`src/rtl/plm_pkg.sv`:
```
// shared constants, register map and carrier types for the pll lock and clock-loss monitor
package plm_pkg;

    // apb register byte offsets
    localparam logic [11:0] ADDR_CTRL  = 12'h000;  // synth_control_reg
    localparam logic [11:0] ADDR_STAT  = 12'h004;  // synth_status_reg
    localparam logic [11:0] ADDR_CAUSE = 12'h008;  // reset_cause_reg

    // synth_control_reg fields
    localparam int CTRL_RFD_LSB   = 0;
    localparam int CTRL_MFD_LSB   = 3;
    localparam int CTRL_LOCK_LOSS_RESET_ENABLE_BIT = 6;
    localparam int CTRL_CLOCK_LOSS_DETECT_ENABLE_BIT = 7;
    localparam int CTRL_CLOCK_LOSS_RESET_ENABLE_BIT = 8;
    localparam int CTRL_CKDIS_BIT = 9;
    localparam logic [2:0] MFD_RESET = 3'h0;
    localparam logic [2:0] RFD_RESET = 3'h1;

    // synth_status_reg fields
    localparam int STAT_LOCK_BIT  = 0;
    localparam int STAT_STICKY_LOCK_FLAG_BIT = 1;
    localparam int STAT_STICKY_CLOCK_LOSS_FLAG_BIT  = 2;
    localparam int STAT_MODE_LSB  = 4;
    localparam int STAT_CP_LSB    = 8;

    // reset_cause_reg fields, write one to clear
    localparam int CAUSE_LOL_BIT = 0;
    localparam int CAUSE_LOC_BIT = 1;

    // charge pump thresholds on the multiply divider
    localparam logic [2:0] CP_2X_MIN = 3'h2;
    localparam logic [2:0] CP_4X_MIN = 3'h6;

    // timing at the 40 mhz bus clock
    localparam int CLK_PERIOD_NS     = 25;
    localparam int LOC_MIN_PERIOD_NS = 2000;
    localparam int LOC_CYC           = (LOC_MIN_PERIOD_NS + CLK_PERIOD_NS - 1) / CLK_PERIOD_NS;
    localparam int STRAP_SETTLE_CYC  = 3;

    // lock detector tolerances, relaxed is the tight window widened by half again
    localparam logic [7:0] TOL_TIGHT = 8'h02;
    localparam logic [7:0] TOL_RELAX = 8'h03;

    typedef enum logic [1:0] {MODE_EXT, MODE_ONE, MODE_NRM_EXT, MODE_NRM_XTAL} plm_mode_t;
    typedef enum logic [1:0] {FB_NONE, FB_SYSTEM_CLOCK_PIN, FB_VCO_HALF, FB_VCO_DIV} plm_fbsel_t;
    typedef enum logic [1:0] {CP_FIXED, CP_1X, CP_2X, CP_4X} plm_cp_t;
    typedef enum logic [1:0] {LD_OFF, LD_SHORT, LD_LONG} plm_ld_t;

    typedef struct packed {
        logic       system_clock_pin_dis;
        logic       loc_re;
        logic       loc_en;
        logic       lol_re;
        logic [2:0] feedback_multiply_divider;
        logic [2:0] output_reduce_divider;
    } plm_ctrl_t;

    localparam plm_ctrl_t CTRL_RESET = '{1'b0, 1'b0, 1'b0, 1'b0, MFD_RESET, RFD_RESET};

    typedef struct packed {
        plm_fbsel_t fb_sel;
        plm_cp_t    cp;
        logic [3:0] mult;
        logic [5:0] vco_ratio;
        logic [2:0] output_reduce_divider;
        logic       src_pll;
    } plm_synth_t;

endpackage

```
`src/rtl/plm_clk_sampler.sv`:
```
// two-flop synchroniser for a pin with edge pulses taken after the second stage
`timescale 1ns/100ps
module plm_clk_sampler (
    input  wire logic pclk,
    input  wire logic presetn,
    input  wire logic pin_i,
    output logic      level_o,
    output logic      rise_o,
    output logic      fall_o
);
    logic meta_r;
    logic sync_r;
    logic prev_r;

    // meta_r feeds sync_r alone; edges are judged one stage later
    always_ff @(posedge pclk or negedge presetn) begin
        if (!presetn) begin
            meta_r <= 1'b0;
            sync_r <= 1'b0;
            prev_r <= 1'b0;
        end else begin
            meta_r <= pin_i;
            sync_r <= meta_r;
            prev_r <= sync_r;
        end
    end

    assign level_o = sync_r;
    assign rise_o  = sync_r & ~prev_r;
    assign fall_o  = ~sync_r & prev_r;
endmodule

```
`src/rtl/plm_monitor.sv`:
```
// pll lock detector, clock-loss monitor, synthesis control and reset request with apb registers
//
// The register offsets and register access over APB were decided locally.
`timescale 1ns/100ps
import plm_pkg::*;

// Operation
// - multiply reference by two to nine
// - reduce divider outside feedback loop
// - feedback source chosen by clock mode
// - charge pump current from multiply divider
// - pulse up on lag, down on lead
// - oscillator at four times system frequency
// - one-to-one mode bypasses multiply divider
// - tight count n, then n plus k
// - mismatch drops lock and restarts tight
// - external mode never sticky_lock_flag
// - first lock sets flags; change clears
// - pll stays clock source while relocking
// - sticky relocks only after divider change or reset
// - stop exit restores previous sticky flag
// - lock loss reset, flags cleared, cause
// - reset held until reference and, in pll modes, lock
// - external mode ignores lock-loss reset
// - clock loss detection sets sticky flag
// - external mode disables clock loss detection
// - clock loss reset clears flag, cause
// - external mode ignores clock-loss reset
// - reset restores startup register values
// - strap bits decode the clock mode
// - sticky clock-loss zero in external mode
module plm_monitor #(
    parameter logic [7:0] LOCK_N = 8'h40,
    parameter logic [7:0] LOCK_K = 8'h20
) (
    input  wire logic           pclk,
    input  wire logic           presetn,
    input  wire logic [11:0]    paddr,
    input  wire logic           psel,
    input  wire logic           penable,
    input  wire logic           pwrite,
    input  wire logic [31:0]    pwdata,
    output logic [31:0]         prdata,
    output logic                pready,
    output logic                pslverr,
    input  wire logic           ref_clk_pin,
    input  wire logic           fb_system_clock_pin_pin,
    input  wire logic           fb_vco_half_pin,
    input  wire logic           fb_vco_div_pin,
    input  wire logic           pll_enable_strap,
    input  wire logic           pll_choose_strap,
    input  wire logic           pll_reference_strap,
    input  wire logic           stop_pll_off,
    output logic                sys_reset_o,
    output plm_pkg::plm_synth_t synth_cfg_o,
    output logic                pfd_up_o,
    output logic                pfd_down_o
);
    import plm_pkg::*;

    localparam int NPIN = 7;

    function automatic plm_mode_t decode_mode(input logic [2:0] s);
        case (s)
            3'h4:    decode_mode = MODE_ONE;
            3'h6:    decode_mode = MODE_NRM_EXT;
            3'h7:    decode_mode = MODE_NRM_XTAL;
            default: decode_mode = MODE_EXT;
        endcase
    endfunction

    function automatic logic within_tol(input logic [7:0] a, input logic [7:0] b,
                                        input logic [7:0] tol);
        within_tol = (a >= b) ? ((a - b) <= tol) : ((b - a) <= tol);
    endfunction

    logic [NPIN-1:0] pin_lvl;
    logic [NPIN-1:0] pin_rise;
    logic [NPIN-1:0] pin_fall;
    logic [NPIN-1:0] pin_in;

    assign pin_in = {pll_enable_strap, pll_choose_strap, pll_reference_strap,
                     fb_vco_div_pin, fb_vco_half_pin, fb_system_clock_pin_pin, ref_clk_pin};

    genvar gi;
    generate
        for (gi = 0; gi < NPIN; gi++) begin : g_samp
            plm_clk_sampler u_samp (
                .pclk    (pclk),
                .presetn (presetn),
                .pin_i   (pin_in[gi]),
                .level_o (pin_lvl[gi]),
                .rise_o  (pin_rise[gi]),
                .fall_o  (pin_fall[gi])
            );
        end
    endgenerate

    plm_mode_t   mode_r;
    logic        mode_done_r;
    logic [1:0]  settle_r;
    plm_ctrl_t   ctrl_r;
    plm_ld_t     st_r;
    logic        relax_r;
    logic [7:0]  ref_cnt_r;
    logic [7:0]  fb_cnt_r;
    logic        lock_r;
    logic        sticky_r;
    logic        arm_r;
    logic        save_r;
    logic        restore_r;
    logic        stop_q_r;
    logic        clk_loss_r;
    logic [7:0]  ref_wd_r;
    logic [7:0]  fb_wd_r;
    logic        ref_seen_r;
    logic        rst_req_r;
    logic [1:0]  cause_r;
    logic        up_r;
    logic        dn_r;
    logic [31:0] prdata_r;
    plm_synth_t  synth_r;

    logic       pll_mode;
    logic       ext_mode;
    logic       fb_rise;
    logic       fb_fall;
    logic       cmp_ev;
    logic       match;
    logic       wr_ctrl;
    logic       wr_cause;
    logic       mfd_chg;
    logic       lose_ev;
    logic       lock_rise;
    logic       loc_ev;
    logic       int_rst;
    logic       mapped;
    plm_ctrl_t  wr_val;

    // straps settle through the samplers before they are latched once
    always_ff @(posedge pclk or negedge presetn) begin
        if (!presetn) begin
            settle_r    <= 2'h0;
            mode_done_r <= 1'b0;
            mode_r      <= MODE_EXT;
        end else if (!mode_done_r) begin
            settle_r <= settle_r + 2'h1;
            if (settle_r == 2'(STRAP_SETTLE_CYC)) begin
                mode_done_r <= 1'b1;
                mode_r      <= decode_mode(pin_lvl[6:4]);
            end
        end
    end

    assign ext_mode = (mode_r == MODE_EXT);
    assign pll_mode = mode_done_r && !ext_mode;

    // feedback source per mode
    always_comb begin
        fb_rise = 1'b0;
        fb_fall = 1'b0;
        unique case (synth_r.fb_sel)
            FB_SYSTEM_CLOCK_PIN: begin
                fb_rise = pin_rise[1];
                fb_fall = pin_fall[1];
            end
            FB_VCO_HALF: begin
                fb_rise = pin_rise[2];
                fb_fall = pin_fall[2];
            end
            FB_VCO_DIV: begin
                fb_rise = pin_rise[3];
                fb_fall = pin_fall[3];
            end
            FB_NONE: begin
                fb_rise = 1'b0;
                fb_fall = 1'b0;
            end
        endcase
    end

    assign wr_ctrl  = psel && penable && pwrite && (paddr == ADDR_CTRL);
    assign wr_cause = psel && penable && pwrite && (paddr == ADDR_CAUSE);
    assign wr_val   = plm_ctrl_t'(pwdata[CTRL_CKDIS_BIT:0]);
    assign mfd_chg  = wr_ctrl && (wr_val.feedback_multiply_divider != ctrl_r.feedback_multiply_divider);

    assign cmp_ev = (st_r == LD_SHORT && ref_cnt_r == LOCK_N) ||
                    (st_r == LD_LONG && ref_cnt_r == 8'(LOCK_N + LOCK_K));
    assign match  = within_tol(ref_cnt_r, fb_cnt_r, relax_r ? TOL_RELAX : TOL_TIGHT);
    assign lose_ev   = cmp_ev && !match && lock_r;
    assign lock_rise = cmp_ev && match && (st_r == LD_LONG) && !lock_r;
    assign loc_ev = pll_mode && ctrl_r.loc_en &&
                    (ref_wd_r >= 8'(LOC_CYC) || fb_wd_r >= 8'(LOC_CYC));
    // reset requests are ignored in external mode
    assign int_rst = pll_mode && ((lose_ev && !stop_q_r && ctrl_r.lol_re) ||
                                  (loc_ev && ctrl_r.loc_re));

    always_ff @(posedge pclk or negedge presetn) begin
        if (!presetn) begin
            ctrl_r <= CTRL_RESET;
        end else if (int_rst) begin
            ctrl_r <= CTRL_RESET;
        end else if (wr_ctrl) begin
            ctrl_r <= wr_val;
        end
    end

    // alternating short and long count windows
    always_ff @(posedge pclk or negedge presetn) begin
        if (!presetn) begin
            st_r      <= LD_OFF;
            relax_r   <= 1'b0;
            ref_cnt_r <= 8'h00;
            fb_cnt_r  <= 8'h00;
        end else if (!pll_mode) begin
            st_r      <= LD_OFF;
            relax_r   <= 1'b0;
            ref_cnt_r <= 8'h00;
            fb_cnt_r  <= 8'h00;
        end else if (st_r == LD_OFF || mfd_chg || int_rst || (cmp_ev && !match)) begin
            st_r      <= LD_SHORT;
            relax_r   <= 1'b0;
            ref_cnt_r <= 8'h00;
            fb_cnt_r  <= 8'h00;
        end else if (cmp_ev) begin
            st_r      <= (st_r == LD_SHORT) ? LD_LONG : LD_SHORT;
            relax_r   <= relax_r | (st_r == LD_LONG);
            ref_cnt_r <= 8'h00;
            fb_cnt_r  <= 8'h00;
        end else begin
            ref_cnt_r <= ref_cnt_r + {7'h00, pin_rise[0]};
            fb_cnt_r  <= (fb_cnt_r == 8'hFF) ? fb_cnt_r : fb_cnt_r + {7'h00, fb_rise};
        end
    end

    always_ff @(posedge pclk or negedge presetn) begin
        if (!presetn) begin
            lock_r <= 1'b0;
        end else if (!pll_mode || mfd_chg || int_rst || lose_ev) begin
            lock_r <= 1'b0;
        end else if (lock_rise) begin
            lock_r <= 1'b1;
        end
    end

    // arm_r says whether the next lock may set the sticky flag
    always_ff @(posedge pclk or negedge presetn) begin
        if (!presetn) begin
            sticky_r  <= 1'b0;
            arm_r     <= 1'b1;
            save_r    <= 1'b0;
            restore_r <= 1'b0;
            stop_q_r  <= 1'b0;
        end else begin
            stop_q_r <= stop_pll_off;
            if (stop_pll_off && !stop_q_r) begin
                save_r    <= sticky_r;
                restore_r <= 1'b1;
            end
            if (!pll_mode || int_rst) begin
                sticky_r  <= 1'b0;
                arm_r     <= 1'b1;
                restore_r <= 1'b0;
            end else if (mfd_chg) begin
                sticky_r <= 1'b0;
                arm_r    <= 1'b1;
            end else if (lose_ev && !stop_q_r && !restore_r) begin
                sticky_r <= 1'b0;
                arm_r    <= 1'b0;
            end else if (lock_rise) begin
                if (restore_r && !stop_q_r) begin
                    sticky_r  <= save_r;
                    restore_r <= 1'b0;
                end else begin
                    sticky_r <= arm_r;
                end
            end
        end
    end

    // clock watchdogs: a clock below the minimum rate lets its count reach the limit
    always_ff @(posedge pclk or negedge presetn) begin
        if (!presetn) begin
            ref_wd_r   <= 8'h00;
            fb_wd_r    <= 8'h00;
            ref_seen_r <= 1'b0;
        end else begin
            ref_seen_r <= ref_seen_r | pin_rise[0];
            if (!pll_mode || pin_rise[0] || int_rst) begin
                ref_wd_r <= 8'h00;
            end else if (ref_wd_r != 8'hFF) begin
                ref_wd_r <= ref_wd_r + 8'h01;
            end
            if (!pll_mode || fb_rise || int_rst) begin
                fb_wd_r <= 8'h00;
            end else if (fb_wd_r != 8'hFF) begin
                fb_wd_r <= fb_wd_r + 8'h01;
            end
        end
    end

    always_ff @(posedge pclk or negedge presetn) begin
        if (!presetn) begin
            clk_loss_r <= 1'b0;
        end else if (!pll_mode || int_rst) begin
            clk_loss_r <= 1'b0;
        end else if (loc_ev) begin
            clk_loss_r <= 1'b1;
        end
    end

    // reset request stays up until the reference runs and, with the pll, lock is held
    always_ff @(posedge pclk or negedge presetn) begin
        if (!presetn) begin
            rst_req_r <= 1'b1;
        end else if (int_rst) begin
            rst_req_r <= 1'b1;
        end else if (mode_done_r && ref_seen_r && (ext_mode || lock_r)) begin
            rst_req_r <= 1'b0;
        end
    end

    // causes survive the requested reset; a new cause beats a clear
    always_ff @(posedge pclk or negedge presetn) begin
        if (!presetn) begin
            cause_r <= 2'h0;
        end else begin
            for (int i = 0; i < 2; i++) begin
                if (wr_cause && pwdata[i]) begin
                    cause_r[i] <= 1'b0;
                end
            end
            if (int_rst && lose_ev && !stop_q_r && ctrl_r.lol_re) begin
                cause_r[CAUSE_LOL_BIT] <= 1'b1;
            end
            if (int_rst && loc_ev && ctrl_r.loc_re) begin
                cause_r[CAUSE_LOC_BIT] <= 1'b1;
            end
        end
    end

    // dual latch detector on falling edges: whichever edge comes first holds its side
    always_ff @(posedge pclk or negedge presetn) begin
        if (!presetn) begin
            up_r <= 1'b0;
            dn_r <= 1'b0;
        end else if (!pll_mode || ((up_r | pin_fall[0]) && (dn_r | fb_fall))) begin
            up_r <= 1'b0;
            dn_r <= 1'b0;
        end else begin
            up_r <= up_r | pin_fall[0];
            dn_r <= dn_r | fb_fall;
        end
    end

    // synthesis settings; the reduce divider never reaches the feedback path
    always_ff @(posedge pclk or negedge presetn) begin
        if (!presetn) begin
            synth_r <= '{FB_NONE, CP_FIXED, 4'h0, 6'h00, RFD_RESET, 1'b0};
        end else begin
            synth_r.output_reduce_divider     <= ctrl_r.output_reduce_divider;
            synth_r.src_pll <= pll_mode;
            unique case (mode_r)
                MODE_EXT: begin
                    synth_r.fb_sel    <= FB_NONE;
                    synth_r.cp        <= CP_FIXED;
                    synth_r.mult      <= 4'h1;
                    synth_r.vco_ratio <= 6'h00;
                end
                MODE_ONE: begin
                    synth_r.fb_sel    <= ctrl_r.system_clock_pin_dis ? FB_VCO_HALF : FB_SYSTEM_CLOCK_PIN;
                    synth_r.cp        <= CP_FIXED;
                    synth_r.mult      <= 4'h1;
                    synth_r.vco_ratio <= 6'h04;
                end
                MODE_NRM_EXT, MODE_NRM_XTAL: begin
                    synth_r.fb_sel    <= FB_VCO_DIV;
                    synth_r.cp        <= (ctrl_r.feedback_multiply_divider >= CP_4X_MIN) ? CP_4X :
                                         (ctrl_r.feedback_multiply_divider >= CP_2X_MIN) ? CP_2X : CP_1X;
                    synth_r.mult      <= {1'b0, ctrl_r.feedback_multiply_divider} + 4'h2;
                    synth_r.vco_ratio <= {1'b0, ctrl_r.feedback_multiply_divider, 2'h0} + 6'h08;
                end
            endcase
        end
    end

    // read data is captured in the setup phase so the access phase answers at once
    assign mapped = (paddr == ADDR_CTRL) || (paddr == ADDR_STAT) || (paddr == ADDR_CAUSE);

    always_ff @(posedge pclk or negedge presetn) begin
        if (!presetn) begin
            prdata_r <= 32'h0000_0000;
        end else if (psel && !penable) begin
            prdata_r <= 32'h0000_0000;
            if (paddr == ADDR_CTRL) begin
                prdata_r[CTRL_CKDIS_BIT:0] <= ctrl_r;
            end else if (paddr == ADDR_STAT) begin
                prdata_r[STAT_LOCK_BIT]             <= lock_r;
                prdata_r[STAT_STICKY_LOCK_FLAG_BIT]            <= sticky_r;
                prdata_r[STAT_STICKY_CLOCK_LOSS_FLAG_BIT]             <= clk_loss_r;
                prdata_r[STAT_MODE_LSB +: 2]        <= mode_r;
                prdata_r[STAT_CP_LSB +: 2]          <= synth_r.cp;
            end else if (paddr == ADDR_CAUSE) begin
                prdata_r[1:0] <= cause_r;
            end
        end
    end

    assign prdata      = prdata_r;
    assign pready      = 1'b1;
    assign pslverr     = psel && penable && !mapped;
    assign sys_reset_o = rst_req_r;
    assign synth_cfg_o = synth_r;
    assign pfd_up_o    = up_r;
    assign pfd_down_o  = dn_r;
endmodule

```
`config.mk`:
```
export PLATFORM = sky130hd
export DESIGN_NAME = plm_monitor
export DESIGN_NICKNAME = d
export VERILOG_FILES = /design/src/rtl/plm_pkg.sv /design/src/rtl/plm_clk_sampler.sv /design/src/rtl/plm_monitor.sv
export SDC_FILE = /design/constraint.sdc
export NUM_CORES = 1
export LEC_CHECK = 0
export BUFFER_PORTS_ARGS = -buffer_cell sky130_fd_sc_hd__buf_2
export CORE_UTILIZATION = 51
export CTS_CLUSTER_DIAMETER = 200
export DETAILED_ROUTE_END_ITERATION = 8
export PLACE_DENSITY = 0.85
export SYNTH_ARGS = -nofsm -noshare
export SYNTH_HDL_FRONTEND = slang
export SYNTH_HIERARCHICAL = 1
export SYNTH_SLANG_ARGS = --single-unit
export TNS_END_PERCENT = 1
```
`constraint.sdc`:
```
create_clock -name pclk -period 2.5 [get_ports pclk]
set_input_delay 0.5 -clock pclk [delete_from_list [all_inputs] [get_ports pclk]]
set_output_delay 0.5 -clock pclk [all_outputs]
set_load 0.01 [all_outputs]
```
==> impl_metrics.tcl <==
set metrics [dict create \
    r2r_start "ref_cnt_r[0]$_DFF_PN0_" \
    drt_pass1_iterations 5 \
    start_kind "flip-flop" \
    slowest_delay_ns 0.42 \
    worstPathArrival_ns 3.16 \
    clock_skew_ns 0.00649 \
    final_util_pct 67.2 \
    power_switching_mw 1.01 \
    cts_sinks 104 \
    numCtsBuffers 9 \
    grt_pass1_wl_mm 23.7 \
    drv_slew 0 \
    layout-drive-gt1-share_pct 33.2 \
    fin_nets 786 \
    rows 38 \
    total_power_mw 3.76 \
    status "finished with violations" \
    power_density_nw_per_um2 511 \
    critPathMaxFanout 3 \
    clkPwrFrac_pct 39.9 \
    grtUsageTotal_pct 26.2 \
    insertion_delay_ns 0.34 \
    grt_pass1_vias 4980 \
    setup_slack_ns -0.433 \
    grt_setup_unrepaired "yes" \
    crit_required_ns 2.73 \
    vias_per_cell 5.78 \
    clk_pin_slew_ns 0.08 \
    portBuffers 64 \
    syn_to_final_growth_pct 26.8 \
    setup_viol 36 \
    worst-path-buf-inv 7 \
    coreArea_um2 10900 \
    path_cells "inv_1, ha_2, inv_2, fa_2, a21oi_4, buf_4, a21oi_2, nor3_2, o21bai_2, buf_4, nor3_4, buf_6, buf_6, buf_6, nor3_2, o221a_2" \
    final_common_cell "dfrtp_1" \
    reg2reg_to "st_r[0]$_DFFE_PN0P_" \
    p_int_mw 2.75 \
    fin_crit_sh_pct 117 \
    p_leak_nw 3.44 \
    combPwrFrac_pct 13.0 \
    synth_warnings 6 \
    worst_slew_pin_slew_ns 0.718 \
    critPathTopFamily "buffers and inverters" \
    ant_nets 0 \
    syn-instance-count 574 \
    seqPwrFrac_pct 47.0 \
    r2r_slack_ns -0.43 \
    syn_avg_cell_area_um2 10.1 \
    wl_per_cell_um 18.0 \
    multiInputGateArea_um2 3120 \
    fin_crit_ns 2.93 \
    antenna_cells 0 \
    io_pins 112 \
    initial_utilization_pct 53.0 \
    switching_share_pct 26.9 \
    finalHoldViolCount 0 \
    cts_tree "built" \
    crit_slowest_cell "dfrtp_1" \
    routed_wl_mm 15.3 \
    peakVddDrop_mv 0.542 \
    cp-end-kind "flip-flop" \
    antenna_found_initial 0 \
    die_w_um 109 \
    dieArea_um2 11800 \
    dp_hpwl_mm 9.77 \
    cts_max_path_buffers 2 \
    grt-ovfl-total 0 \
    cap_violations 0 \
    drc 0 \
    htreeDepth 3 \
    path_common_cell "buf_6" \
    routabilityCongestion 0.906 \
    num_vias 4883 \
    violations "negative setup slack" \
    fmaxAchievable_mhz 341 \
    path_class "reg -> reg" \
    netlist_area_um2 5800 \
    layout_common_cells "dfrtp_1, buf_4, buf_2" \
    hold_path_class "in -> async" \
    regArea_um2 2610 \
    grt_max_degree 45 \
    die_h_um 109 \
    fillers 729 \
    cts_root_buf "clkbuf_16" \
    slew_headroom_pct 52.1 \
    rr_worst_depth 16 \
    drtIter0Drc 373 \
]
==> routing by layer <==
layer / vias to the layer above / part of all wire, % / wire, µm / global-route usage (%)
li1: 2207 / - / - / -
met1: 2451 / 39 / 5990 / 30.6
met2: 189 / 53 / 8040 / 46.9
met3: 36 / 5.1 / 774 / 5.06
met4: 0 / 2.9 / 442 / 10.7
met5: - / 0 / 0 / 0
==> sequential cells by signal, indices dropped and copies added, names as in the netlist, 2 cells and up <==
name and cells:
cause_r 2, ctrl_r 10, fb_cnt_r 8, fb_wd_r 8
g_samp.u_samp/level_o 7, g_samp.u_samp/meta_r 7, g_samp.u_samp/prev_r 4, mode_r 2
prdata 10, ref_cnt_r 8, ref_wd_r 8, settle_r 2
st_r 2, synth_cfg_o 13
==> cell type report <==
cell class	instances	share of cell area, %
flip-flops and latches	104	35.5
repair buffers	142	13.6
multi-input cells	410	42.4
well taps	140	2.38
inverters	33	1.69
clock buffers	9	3.06
clock inverters	7	1.35
==> power by group through the flow <==
| stage | Combinational (mW) | Sequential (mW) | Clock (mW) |
|---|---|---|---|
| floorplan | 0.259 | 1.79 | 0 |
| global placement | 0.374 | 1.79 | 0 |
| detailed placement | 0.388 | 1.80 | 0 |
| CTS | 0.434 | 1.76 | 1.51 |
| global route | 0.531 | 1.77 | 1.57 |
| finish | 0.490 | 1.77 | 1.50 |
==> worst max-delay path by stage <==
stage | from | to | slack, ns | cells after the start
after floorplan | ref_cnt_r[0]$_DFF_PN0_ | cause_r[0]$_DFFE_PN0P_ | -0.13 | 13
after global routing | ref_cnt_r[0]$_DFF_PN0_ | fb_wd_r[2]$_DFFE_PN0P_ | -0.51 | 15
after CTS | ref_cnt_r[0]$_DFF_PN0_ | sticky_r$_DFFE_PN0P_ | -0.32 | 13
after detailed placement | ref_cnt_r[0]$_DFF_PN0_ | restore_r$_DFF_PN0_ | -0.37 | 13
final | ref_cnt_r[0]$_DFF_PN0_ | st_r[0]$_DFFE_PN0P_ | -0.43 | 16
after global placement | ref_cnt_r[0]$_DFF_PN0_ | ctrl_r[0]$_DFFE_PN1P_ | -0.33 | 13
==> what timing repair did <==
action | CTS | global route
pin swaps | 17 | 25
buffers inserted | 8 | 3
hold buffers | 0 | 0
gates cloned | 0 | 1
resized for setup | 27 | 33
endpoints found under the setup margin | 36 | 52
==> through the flow <==
step	setup slack (ns)	std cells	cell area, µm²	setup TNS (ns)	hold slack (ns)
detailed placement	-0.374	818	6610	-11.12	0.337
finish	-0.433	845	7350	-13.16	0.105
floorplan	-0.127	597	5890	-2.28	0.204
global route	-0.513	845	7350	-16.20	0.139
global placement	-0.329	818	6610	-9.22	0.331
CTS	-0.317	841	7130	-9.02	0.108
Note: power is estimated with default switching activity, not from simulation.
